===== src/rtl/pdp_pkg.sv =====
// page and descriptor protection: shared constants, register map, vectors
// assumes a 32-bit APB register bus and one processor clock
package pdp_pkg;

	// ------------------------------------------------------------
	// register map (byte offsets on APB)
	// ------------------------------------------------------------
	localparam logic [7:0] PDP_OFF_PIR    = 8'h00; // page_invalidate_register
	localparam logic [7:0] PDP_OFF_CTRL   = 8'h04; // feature and alignment controls
	localparam logic [7:0] PDP_OFF_STAT   = 8'h08; // busy and last vector
	localparam logic [7:0] PDP_OFF_TBL    = 8'h10; // four table pointers, 10h..1Ch
	localparam logic [7:0] PDP_TBL_MASK   = 8'hF0; // decode of the pointer window
	localparam int         PDP_TBL_IDX_LSB = 2;    // word index inside the window

	// ------------------------------------------------------------
	// field positions and reset values
	// ------------------------------------------------------------
	localparam int          PDP_PIR_FLUSH_BIT = 0;  // write modified lines back first
	localparam int          PDP_CTRL_LPE_BIT  = 0;  // large_page_enable
	localparam int          PDP_CTRL_ALIGN_BIT = 1; // align_mask_bit
	localparam int          PDP_DIR_SIZE_BIT  = 7;  // page_size_select in directory_entry
	localparam logic [1:0]  PDP_CTRL_RST      = 2'h0;
	localparam int          PDP_STAT_VEC_LSB  = 8;  // last vector field
	localparam int          PDP_PAGE_LSB      = 12; // 4-Kbyte page offset width
	localparam int          PDP_LARGE_LSB     = 22; // 4-Mbyte page offset width
	localparam int          PDP_LINE_LSB      = 5;  // 32-byte cache line
	localparam int          PDP_LINE_W        = 7;  // 128 lines per 4-Kbyte page
	localparam logic [6:0]  PDP_LAST_LINE     = 7'h7F;

	// ------------------------------------------------------------
	// exception vectors and cause slots (slot order is priority)
	// ------------------------------------------------------------
	localparam int         PDP_NCAUSE     = 15;
	localparam int         PDP_CAUSE_ALIGN = 14; // alignment slot, gated by flags
	localparam logic [7:0] PDP_VEC_DOUBLE = 8'h08;
	localparam logic [7:0] PDP_VEC_PAGE   = 8'h0E;

	// vector number for each cause slot
	function automatic logic [7:0] pdp_cause_vec(input int slot);
		case (slot)
			0:       return 8'h00; // divide error
			1:       return 8'h01; // debug
			2:       return 8'h02; // unmaskable interrupt
			3:       return 8'h03; // breakpoint
			4:       return 8'h04; // overflow
			5:       return 8'h05; // bounds
			6:       return 8'h06; // invalid opcode
			7:       return 8'h07; // device not available
			8:       return 8'h0A; // RULE_14
			9:       return 8'h0B; // RULE_12
			10:      return 8'h0C; // RULE_13
			11:      return 8'h0D; // RULE_15
			12:      return 8'h0E; // RULE_11
			13:      return 8'h10; // floating-point error
			default: return 8'h11; // alignment check
		endcase
	endfunction

	// ------------------------------------------------------------
	// page invalidate sequencer states
	// ------------------------------------------------------------
	typedef enum logic [2:0] {
		PDP_ST_IDLE = 3'h1,
		PDP_ST_REQ  = 3'h2,
		PDP_ST_DONE = 3'h4
	} pdp_state_t;

endpackage


===== src/rtl/pdp_top.sv =====
// page and descriptor protection: APB registers, page invalidate sequencer,
// translation buffer select, descriptor type decode and vector selection
// assumes the pipeline drives request inputs synchronous to CLK
//
// Overview of operation
// RULE_01 - invalidate one 4-Kbyte page, optional write back
// RULE_02 - register write starts invalidation at once
// RULE_03 - physical address output is 32 bits
// RULE_04 - 4-Kbyte and 4-Mbyte pages coexist
// RULE_05 - size select picks 4-Mbyte buffer when enabled
// RULE_06 - types 0-7 data: accessed, writable, expand-down
// RULE_07 - types 8-F code: accessed, readable, conforming
// RULE_08 - system types: task segments, local table, reserved
// RULE_09 - gate types: call, interrupt, trap, task
// RULE_10 - fault during fault handling gives vector 8
// RULE_11 - page protection or missing page: vector 14
// RULE_12 - segment not present: vector 11
// RULE_13 - stack limit or missing stack: vector 12
// RULE_14 - invalid task segment switch: vector 10
// RULE_15 - general protection: vector 13
// RULE_16 - misaligned gives 17 only with both flags
// RULE_17 - other causes on fixed vectors, 9 unused
// RULE_18 - software interrupt may raise any vector
// RULE_19 - hold four descriptor table pointers
// RULE_20 - one vector per cycle with valid strobe
//
// Our own choices: register access over APB and the address map.
`timescale 1ns/1ps
module pdp_top (
	input  wire logic        CLK,
	input  wire logic        RST_N,
	// APB slave
	input  wire logic        PSEL,
	input  wire logic        PENABLE,
	input  wire logic        PWRITE,
	input  wire logic [7:0]  PADDR,
	input  wire logic [31:0] PWDATA,
	output logic      [31:0] PRDATA,
	output logic             PREADY,
	output logic             PSLVERR,
	// cache and buffer maintenance
	output logic             CACHE_REQ,
	output logic             CACHE_WB,
	output logic      [31:0] CACHE_LINE_ADDR,
	input  wire logic        CACHE_ACK,
	output logic             TLB_INVAL,
	output logic             INVAL_BUSY,
	// translation
	input  wire logic        XL_VALID,
	input  wire logic [31:0] XL_LIN_ADDR,
	input  wire logic [31:0] XL_DIR_ENTRY,
	input  wire logic [31:0] XL_TBL_ENTRY,
	output logic             XL_DONE,
	output logic             XL_USE_LARGE,
	output logic      [31:0] XL_PHYS_ADDR,
	// descriptor type decode
	input  wire logic        DESC_VALID,
	input  wire logic        DESC_SYS,
	input  wire logic [3:0]  DESC_TYPE,
	output logic             DESC_DATA,
	output logic             DESC_CODE,
	output logic             DESC_ACCESSED,
	output logic             DESC_WRITABLE,
	output logic             DESC_READABLE,
	output logic             DESC_EXP_DOWN,
	output logic             DESC_CONFORMING,
	output logic             DESC_TASK_SEG,
	output logic             DESC_TASK_SEG_BUSY,
	output logic             DESC_WIDE,
	output logic             DESC_LOCAL_TABLE,
	output logic             DESC_CALL_GATE,
	output logic             DESC_INT_GATE,
	output logic             DESC_TRAP_GATE,
	output logic             DESC_TASK_GATE,
	output logic             DESC_RESERVED,
	// exceptions
	input  wire logic [14:0] FAULT_CAUSE,
	input  wire logic        FAULT_ACTIVE,
	input  wire logic        ALIGN_CHECK_FLAG,
	input  wire logic        SW_INT,
	input  wire logic [7:0]  SW_VEC,
	output logic             EXC_VALID,
	output logic      [7:0]  EXC_VECTOR
);
	// ------------------------------------------------------------
	// APB decode
	// ------------------------------------------------------------
	logic        ctrl_lpe;   // large_page_enable
	logic        ctrl_align; // align_mask_bit
	logic [7:0]  last_vec;   // last reported vector, for software
	logic [31:0] ptr_rdata;  // table pointer read data

	wire access  = PSEL & PENABLE;
	wire commit  = access & PREADY;           // edge where the master samples
	wire hit_pir = PADDR == pdp_pkg::PDP_OFF_PIR;
	wire hit_ctl = PADDR == pdp_pkg::PDP_OFF_CTRL;
	wire hit_sta = PADDR == pdp_pkg::PDP_OFF_STAT;
	wire hit_tbl = (PADDR & pdp_pkg::PDP_TBL_MASK) == pdp_pkg::PDP_OFF_TBL;
	wire hit_any = hit_pir | hit_ctl | hit_sta | hit_tbl;
	wire wr_pir  = commit & PWRITE & hit_pir;
	wire wr_ctl  = commit & PWRITE & hit_ctl;
	wire wr_tbl  = commit & PWRITE & hit_tbl;
	wire [1:0] tbl_idx = PADDR[pdp_pkg::PDP_TBL_IDX_LSB +: 2];

	// read mux; the page register reads back its latched page
	logic [31:0] page_base;
	logic        page_wb;
	wire  [31:0] rd_mux =
		hit_pir ? (page_base | {31'h0, page_wb}) :
		hit_ctl ? {30'h0, ctrl_align, ctrl_lpe} :
		hit_sta ? {16'h0, last_vec, 7'h0, INVAL_BUSY} :
		hit_tbl ? ptr_rdata : 32'h0000_0000;

	// one wait state: the pointer store answers from a register
	always_ff @(posedge CLK or negedge RST_N) begin
		if (!RST_N) begin
			PREADY  <= 1'b0;
			PSLVERR <= 1'b0;
			PRDATA  <= 32'h0000_0000;
		end else begin
			PREADY  <= access & !PREADY;
			PSLVERR <= access & !PREADY & !hit_any; // unmapped answers an error
			PRDATA  <= (access & !PREADY & !PWRITE) ? rd_mux : 32'h0000_0000;
		end
	end

	// control bits steer translation and alignment gating
	always_ff @(posedge CLK or negedge RST_N) begin
		if (!RST_N) begin
			{ctrl_align, ctrl_lpe} <= pdp_pkg::PDP_CTRL_RST;
		end else if (wr_ctl) begin
			ctrl_lpe   <= PWDATA[pdp_pkg::PDP_CTRL_LPE_BIT];
			ctrl_align <= PWDATA[pdp_pkg::PDP_CTRL_ALIGN_BIT];
		end
	end

	// four table pointers live in the small store
	pdp_ptr_mem u_ptr ( // RULE_19
		.clk     (CLK),
		.rst_n   (RST_N),
		.wr_en   (wr_tbl),
		.wr_idx  (tbl_idx),
		.wr_data (PWDATA),
		.rd_idx  (tbl_idx),
		.rd_data (ptr_rdata)
	);

	// ------------------------------------------------------------
	// page invalidate sequencer
	// ------------------------------------------------------------
	pdp_pkg::pdp_state_t state;
	pdp_pkg::pdp_state_t next_state;
	logic [pdp_pkg::PDP_LINE_W-1:0] line;

	wire last_line = line == pdp_pkg::PDP_LAST_LINE;
	wire line_ack  = (state == pdp_pkg::PDP_ST_REQ) & CACHE_ACK;
	// a write while busy is dropped; the running page finishes first
	wire start     = wr_pir & (state == pdp_pkg::PDP_ST_IDLE);

	// state selection
	always_comb begin
		next_state = state;
		case (state)
			pdp_pkg::PDP_ST_IDLE: begin
				if (start) begin
					next_state = pdp_pkg::PDP_ST_REQ; // RULE_02
				end
			end
			pdp_pkg::PDP_ST_REQ: begin
				if (line_ack & last_line) begin
					next_state = pdp_pkg::PDP_ST_DONE;
				end
			end
			pdp_pkg::PDP_ST_DONE: begin
				next_state = pdp_pkg::PDP_ST_IDLE;
			end
			default: begin
				next_state = pdp_pkg::PDP_ST_IDLE; // recover from bad code
			end
		endcase
	end

	// state, page latch and line walk
	always_ff @(posedge CLK or negedge RST_N) begin
		if (!RST_N) begin
			state     <= pdp_pkg::PDP_ST_IDLE;
			page_base <= 32'h0000_0000;
			page_wb   <= 1'b0;
			line      <= '0;
		end else begin
			state <= next_state;
			if (start) begin
				// only the page number counts: one 4-Kbyte page
				page_base <= {PWDATA[31:pdp_pkg::PDP_PAGE_LSB], 12'h000}; // RULE_01
				page_wb   <= PWDATA[pdp_pkg::PDP_PIR_FLUSH_BIT];
				line      <= '0;
			end else if (line_ack) begin
				line <= line + 7'h01;
			end
		end
	end

	// cache side outputs, all registered
	always_ff @(posedge CLK or negedge RST_N) begin
		if (!RST_N) begin
			CACHE_REQ       <= 1'b0;
			CACHE_WB        <= 1'b0;
			CACHE_LINE_ADDR <= 32'h0000_0000;
			TLB_INVAL       <= 1'b0;
			INVAL_BUSY      <= 1'b0;
		end else begin
			CACHE_REQ  <= next_state == pdp_pkg::PDP_ST_REQ;
			INVAL_BUSY <= next_state != pdp_pkg::PDP_ST_IDLE;
			TLB_INVAL  <= start; // drop the page translation with the lines
			if (start) begin
				CACHE_LINE_ADDR <= {PWDATA[31:pdp_pkg::PDP_PAGE_LSB], 12'h000};
				CACHE_WB        <= PWDATA[pdp_pkg::PDP_PIR_FLUSH_BIT]; // RULE_01
			end else if (line_ack & !last_line) begin
				CACHE_LINE_ADDR <= page_base | {20'h0, line + 7'h01, 5'h00}; // RULE_01
			end
		end
	end

	// ------------------------------------------------------------
	// translation buffer select and physical address
	// ------------------------------------------------------------
	// size select is bit 7 of the directory entry
	wire use_large = ctrl_lpe & XL_DIR_ENTRY[pdp_pkg::PDP_DIR_SIZE_BIT]; // RULE_05
	wire [31:0] phys_large = {XL_DIR_ENTRY[31:pdp_pkg::PDP_LARGE_LSB],
		XL_LIN_ADDR[pdp_pkg::PDP_LARGE_LSB-1:0]};
	wire [31:0] phys_small = {XL_TBL_ENTRY[31:pdp_pkg::PDP_PAGE_LSB],
		XL_LIN_ADDR[pdp_pkg::PDP_PAGE_LSB-1:0]};

	// chosen per access, so both sizes share one directory
	always_ff @(posedge CLK or negedge RST_N) begin
		if (!RST_N) begin
			XL_DONE      <= 1'b0;
			XL_USE_LARGE <= 1'b0;
			XL_PHYS_ADDR <= 32'h0000_0000;
		end else begin
			XL_DONE <= XL_VALID;
			if (XL_VALID) begin
				XL_USE_LARGE <= use_large; // RULE_04
				XL_PHYS_ADDR <= use_large ? phys_large : phys_small; // RULE_03
			end
		end
	end

	// ------------------------------------------------------------
	// descriptor type decode
	// ------------------------------------------------------------
	wire app   = DESC_VALID & !DESC_SYS;
	wire sys   = DESC_VALID & DESC_SYS;
	wire [3:0] t = DESC_TYPE;
	wire task_seg = sys & (t == 4'h1 | t == 4'h3 | t == 4'h9 | t == 4'hB);
	// reserved codes carry no width, so they must not raise the wide flag
	wire rsvd     = sys & (t == 4'h0 | t == 4'h8 | t == 4'hA | t == 4'hD);

	// registered flags, valid the cycle after DESC_VALID
	always_ff @(posedge CLK or negedge RST_N) begin
		if (!RST_N) begin
			{DESC_DATA, DESC_CODE, DESC_ACCESSED, DESC_WRITABLE} <= 4'h0;
			{DESC_READABLE, DESC_EXP_DOWN, DESC_CONFORMING} <= 3'h0;
			{DESC_TASK_SEG, DESC_TASK_SEG_BUSY, DESC_WIDE, DESC_LOCAL_TABLE} <= 4'h0;
			{DESC_CALL_GATE, DESC_INT_GATE, DESC_TRAP_GATE} <= 3'h0;
			{DESC_TASK_GATE, DESC_RESERVED} <= 2'h0;
		end else begin
			DESC_DATA       <= app & !t[3]; // RULE_06
			DESC_CODE       <= app & t[3]; // RULE_07
			DESC_ACCESSED   <= app & t[0];
			DESC_WRITABLE   <= app & !t[3] & t[1]; // RULE_06
			DESC_EXP_DOWN   <= app & !t[3] & t[2];
			DESC_READABLE   <= app & t[3] & t[1]; // RULE_07
			DESC_CONFORMING <= app & t[3] & t[2];
			DESC_TASK_SEG      <= task_seg; // RULE_08
			DESC_TASK_SEG_BUSY <= task_seg & t[1];
			DESC_LOCAL_TABLE   <= sys & (t == 4'h2);
			DESC_WIDE          <= sys & t[3] & !rsvd; // 32-bit segment or gate
			DESC_CALL_GATE  <= sys & (t[2:0] == 3'h4); // RULE_09
			DESC_TASK_GATE  <= sys & (t == 4'h5);
			DESC_INT_GATE   <= sys & (t[2:0] == 3'h6) & (t != 4'hE | t[3]);
			DESC_TRAP_GATE  <= sys & (t[2:0] == 3'h7);
			DESC_RESERVED   <= rsvd; // RULE_08
		end
	end

	// ------------------------------------------------------------
	// vector selection
	// ------------------------------------------------------------
	// alignment cause only counts with both flags set
	logic [14:0] cause;
	always_comb begin
		cause = FAULT_CAUSE;
		cause[pdp_pkg::PDP_CAUSE_ALIGN] = FAULT_CAUSE[pdp_pkg::PDP_CAUSE_ALIGN]
			& ALIGN_CHECK_FLAG & ctrl_align; // RULE_16
	end

	// first raised slot wins; vectors are or-ed along the chain
	logic [pdp_pkg::PDP_NCAUSE:0] seen;
	logic [7:0] vchain [pdp_pkg::PDP_NCAUSE+1];
	assign seen[0]   = 1'b0;
	assign vchain[0] = 8'h00;
	for (genvar i = 0; i < pdp_pkg::PDP_NCAUSE; i++) begin : g_cause
		wire win = cause[i] & !seen[i];
		assign seen[i+1]   = seen[i] | cause[i];
		assign vchain[i+1] = vchain[i] | (win ? pdp_pkg::pdp_cause_vec(i) : 8'h00); // RULE_17
	end

	wire any_fault = seen[pdp_pkg::PDP_NCAUSE];
	wire [7:0] next_vec = (any_fault & FAULT_ACTIVE) ? pdp_pkg::PDP_VEC_DOUBLE : // RULE_10
		any_fault ? vchain[pdp_pkg::PDP_NCAUSE] : SW_VEC; // RULE_18

	// one vector per cycle; a software interrupt yields to faults
	always_ff @(posedge CLK or negedge RST_N) begin
		if (!RST_N) begin
			EXC_VALID  <= 1'b0;
			EXC_VECTOR <= 8'h00;
			last_vec   <= 8'h00;
		end else begin
			EXC_VALID <= any_fault | SW_INT; // RULE_20
			if (any_fault | SW_INT) begin
				EXC_VECTOR <= next_vec;
				last_vec   <= next_vec;
			end
		end
	end

	// ------------------------------------------------------------
	// checks
	// ------------------------------------------------------------
	AST_PAGE_ONE_PAGE: assert property (@(posedge CLK) disable iff (!RST_N) // RULE_01
		CACHE_REQ |-> CACHE_LINE_ADDR[31:12] == page_base[31:12])
		else $error("line address left the page");

	AST_START_NOW: assert property (@(posedge CLK) disable iff (!RST_N) // RULE_02
		start |=> CACHE_REQ && TLB_INVAL && INVAL_BUSY)
		else $error("invalidation did not start");

	AST_PHYS_SMALL: assert property (@(posedge CLK) disable iff (!RST_N) // RULE_03
		XL_VALID && !use_large |=> XL_PHYS_ADDR[11:0] == $past(XL_LIN_ADDR[11:0]))
		else $error("small page offset wrong");

	AST_LARGE_SEL: assert property (@(posedge CLK) disable iff (!RST_N) // RULE_05
		XL_VALID |=> XL_USE_LARGE == ($past(ctrl_lpe) && $past(XL_DIR_ENTRY[7])))
		else $error("buffer select wrong");

	AST_DATA_CODE: assert property (@(posedge CLK) disable iff (!RST_N) // RULE_06
		DESC_VALID && !DESC_SYS |=> DESC_DATA == !$past(DESC_TYPE[3]) && DESC_CODE != DESC_DATA)
		else $error("application class wrong");

	AST_DOUBLE: assert property (@(posedge CLK) disable iff (!RST_N) // RULE_10
		any_fault && FAULT_ACTIVE |=> EXC_VALID && EXC_VECTOR == 8'h08)
		else $error("double fault not reported");

	AST_PAGE_VEC: assert property (@(posedge CLK) disable iff (!RST_N) // RULE_11
		FAULT_CAUSE == 15'h1000 && !FAULT_ACTIVE |=> EXC_VECTOR == 8'h0E)
		else $error("page fault vector wrong");

	AST_ALIGN_GATE: assert property (@(posedge CLK) disable iff (!RST_N) // RULE_16
		FAULT_CAUSE == 15'h4000 && !(ALIGN_CHECK_FLAG && ctrl_align) && !SW_INT |=> !EXC_VALID)
		else $error("alignment reported while masked");

	AST_NO_NINE: assert property (@(posedge CLK) disable iff (!RST_N) // RULE_17
		EXC_VALID && !$past(SW_INT) |-> EXC_VECTOR != 8'h09)
		else $error("reserved vector raised");

	AST_SW_VEC: assert property (@(posedge CLK) disable iff (!RST_N) // RULE_18
		SW_INT && FAULT_CAUSE == 15'h0000 |=> EXC_VALID && EXC_VECTOR == $past(SW_VEC))
		else $error("software vector lost");

	AST_STROBE: assert property (@(posedge CLK) disable iff (!RST_N) // RULE_20
		EXC_VALID |-> $past(any_fault || SW_INT))
		else $error("strobe without cause");

	AST_SEQ_LEN: assert property (@(posedge CLK) disable iff (!RST_N) // RULE_01
		line_ack && last_line |=> state == pdp_pkg::PDP_ST_DONE ##1 !INVAL_BUSY)
		else $error("walk did not end after last line");
endmodule


===== src/rtl/pdp_ptr_mem.sv =====
// page and descriptor protection: table pointer storage
// assumes one write port and a registered read port on the same clock
`timescale 1ns/1ps
module pdp_ptr_mem (
	input  wire logic        clk,
	input  wire logic        rst_n,
	input  wire logic        wr_en,
	input  wire logic [1:0]  wr_idx,
	input  wire logic [31:0] wr_data,
	input  wire logic [1:0]  rd_idx,
	output logic      [31:0] rd_data
);
	// four words: global, interrupt, local table, task segment pointer
	logic [31:0] mem [4];

	// ------------------------------------------------------------
	// storage, cleared at reset so reads are defined
	// ------------------------------------------------------------
	always_ff @(posedge clk or negedge rst_n) begin
		if (!rst_n) begin
			mem <= '{default: 32'h0000_0000};
		end else if (wr_en) begin
			mem[wr_idx] <= wr_data;
		end
	end

	// read data leaves through a register, one cycle after the index
	always_ff @(posedge clk or negedge rst_n) begin
		if (!rst_n) begin
			rd_data <= 32'h0000_0000;
		end else begin
			rd_data <= mem[rd_idx];
		end
	end
endmodule


===== config.mk =====
export PLATFORM = sky130hd
export DESIGN_NAME = pdp_top
export DESIGN_NICKNAME = d
export VERILOG_FILES = /design/src/rtl/pdp_pkg.sv /design/src/rtl/pdp_top.sv /design/src/rtl/pdp_ptr_mem.sv
export SDC_FILE = /design/constraint.sdc
export NUM_CORES = 1
export LEC_CHECK = 0
export BUFFER_PORTS_ARGS = -buffer_cell sky130_fd_sc_hd__buf_2
export CORE_MARGIN = 2
export CORE_UTILIZATION = 25
export CTS_CLUSTER_DIAMETER = 60
export CTS_CLUSTER_SIZE = 30
export DETAILED_ROUTE_END_ITERATION = 10
export REMOVE_ABC_BUFFERS = 1
export SLEW_MARGIN = 5
export SYNTH_ARGS = -nofsm -noshare
export SYNTH_HDL_FRONTEND = slang
export SYNTH_SLANG_ARGS = --single-unit

===== constraint.sdc =====
create_clock -name CLK -period 3.5 [get_ports CLK]
set_clock_uncertainty 0.05 [all_clocks]
set_input_delay 1.05 -clock CLK [delete_from_list [all_inputs] [get_ports CLK]]
set_output_delay 1.05 -clock CLK [all_outputs]
set_load 0.02 [all_outputs]

==> impl_metrics.tcl <==
set metrics [dict create \
    min_period_ns 2.72 \
    setup_ws_ns 0.783 \
    drt_iter0_markers 438 \
    clockRootBuffer "clkbuf_16" \
    crit_arrival_ns 3.16 \
    grt_overflow_total 0 \
    leakagePower_uw 0.00830 \
    maxSlewViolCount 0 \
    hold_class "input pin to asynchronous set/reset pin" \
    syn_area_sq_um 12700 \
    port_buffers 255 \
    final_util_pct 31.9 \
    grt_max_degree 81 \
    core_area_sq_um 50200 \
    cts.clk_slew.worst_paths_ns 0.07 \
    antenna_found_initial 4 \
    start_kind "input pin" \
    status "completed" \
    period_share_pct 77.6 \
    r2r_slack_ns 0.97 \
    finalHoldViolCount 0 \
    cts_setup_buffers 0 \
    criticalPathCategory "input pin to flop" \
    grt_first_pass_wirelength_mm 50.7 \
    drive_gt1_share_pct 43.7 \
    hold_buffers 0 \
    die_x_um 230 \
    ys_top_cells_by_count "315 x dfrtp_1, 142 x mux2_2, 88 x nand2_1" \
    ys.flop_type "dfrtp_1" \
    synth.top_cell.area_share_pct 61.9 \
    syn_inst 925 \
    yosysMostFrequentCell "dfrtp_1" \
    dr.pass1.iters 4 \
    nFillCells 5031 \
    relSlewSlack_pct 54.5 \
    synth_top_area_cell "dfrtp_1" \
    max_freq_mhz 368 \
    async_flop_share_pct 100 \
    cts_tree "done" \
    cp.required_ns 3.94 \
    powerDensity_nw_per_um2 478 \
    rsz0062_at_grt "false" \
    ctsResizeCount 0 \
    dr_total_vias 8311 \
    ir_drop_mv 0.352 \
    clk_latency_ns 0.58 \
    ctsLongestPathBuffers 3 \
    place_ws_ns 0.177 \
    wl_per_cell_um 17.3 \
    start_util_pct 25.4 \
    post-route-drc-count 0 \
    synth_edf_count 0 \
    setup_tns_ns 0 \
    area_delta_synth_final_pct 25.9 \
    die_area_sq_um 52700 \
    h-tree-depth 1 \
    yosysUniqueCellTypes 52 \
    routabilityCongestion 0.814 \
    antenna_left 0 \
    synthTopCellsByArea "dfrtp_1 62%, mux2_2 13%, mux4_2 5.7%" \
    num_rows 82 \
    synth_area_per_cell_sq_um 13.8 \
    grt_pass1_vias 8662 \
    ys_seq_area_share_pct 62.2 \
    routed_wl_mm 32.6 \
    fin_nets 1369 \
    ys_ff_latch 316 \
    viasPerCell 4.40 \
    grt_usage_pct 12.2 \
    setup_viol 0 \
    drv_cap 0 \
    die_height_um 230 \
    cts_sinks 316 \
    critPathCaptureType "flop" \
    worstPathMaxFanout 32 \
    post-dp-hpwl_mm 22.5 \
    finalHoldWorstSlack_ns 0.402 \
    worstMarginPinSlew_ns 0.683 \
    yosysWarningCount 0 \
    ioPinCount 304 \
    numCtsBuffers 31 \
]
[registers in the layout, indices dropped and copies added, names as in the netlist, 3 cells and up]
| name | cells |
|---|---|
| CACHE_LINE_ADDR | 27 |
| EXC_VECTOR | 8 |
| PRDATA | 32 |
| XL_PHYS_ADDR | 32 |
| line | 7 |
| page_base | 20 |
| state | 3 |
| u_ptr.mem | 128 |
| u_ptr.rd_data | 32 |
[stage by stage]
stage               cells  cell area (sq um)  power (uW)
floorplan             875              12500        3990
global placement     1832              15000        4290
detailed placement   1832              15000        4300
CTS                  1890              16000        7800
global route         1890              16000        7990
finish               1891              16000        7660
[logic make-up after synthesis]
family                     after synthesis  synth area share (%)
AOI/OAI and AO/OA                      108                  5.27
xor gates and xnor gates                 7                 0.482
adders and majority gates                1                0.0983
buffers and inverters                   64                  2.50
DFF                                    316                  62.2
muxes                                  222                  22.0
other                                    1                0.0295
and+or+nand+nor                        206                  7.44
[worst max-delay path, stage by stage]
cell and delay, ns:
buf_2 0.10, nand4_2 0.20, or4b_1 0.52, or4_2 0.63, inv_6 0.20, buf_12 0.21
nand2_1 0.12, o21ai_0 0.08
[routing by layer]
| layer | share of wire, % | vias up | GRT usage (%) |
|---|---|---|---|
| met5 | 0.028 | - | 0 |
| met4 | 2.0 | 2 | 3.27 |
| met3 | 5.0 | 47 | 2.10 |
| met2 | 48 | 175 | 20.2 |
| met1 | 45 | 4269 | 16.5 |
| li1 | - | 3818 | - |
[layout by cell type (no fill, tap or decap), types with 3 or more instances in the layout]
cell        count
clkinv_4        4
conb_1          5
buf_12          9
clkinv_2        5
nor4_2          3
a21oi_1        32
inv_1           9
o21ai_0        29
nand3b_1        3
clkinvlp_4      4
a22o_1         17
a211oi_1        3
and3b_1         3
nor2_1         53
nand2_1        87
mux2i_1        46
dfrtp_1       315
o21ai_1         6
nand3_1         7
a22oi_1        10
buf_4          22
nor3b_1         3
xor2_1          5
clkbuf_16      31
or2_2           5
and3_1          3
mux2_2        142
or3_1           3
nor3_1          8
and2_1         14
mux4_2         32
inv_6           5
buf_2         253
[power breakdown]
group | switching, uW | total (uW) | leakage (uW) | internal, uW
registers | 32.0 | 3750 | 0.00430 | 3720
clock network | 1590 | 3440 | 0.000509 | 1860
logic | 291 | 472 | 0.00349 | 181
total | 1910 | 7660 | 0.00830 | 5760
[final timing paths]
kind / cells after the start / endpoint / start
setup reg to reg: 7 / CACHE_LINE_ADDR[31] / PREADY
hold reg to reg: 1 / PRDATA[4] / u_ptr.rd_data[4]
max in group asynchronous: 3 / PRDATA[7] / RST_N
min in group CLK: 1 / PRDATA[4] / u_ptr.rd_data[4]
hold / removal: 1 / DESC_ACCESSED / RST_N
setup / recovery: 8 / CACHE_LINE_ADDR[31] / PWRITE
[final cells by class]
cell class	count	area, sq um	area share, %
flip-flops and latches	316	7910	49.4
multi-input cells	549	4540	28.4
repair buffers	285	1630	10.2
well taps	672	841	5.25
clock buffers	34	797	4.97
clock inverters	24	262	1.63
inverters	10	42.5	0.265
diodes	1	2.50	0.0156
(Power assumes the default switching activity.)
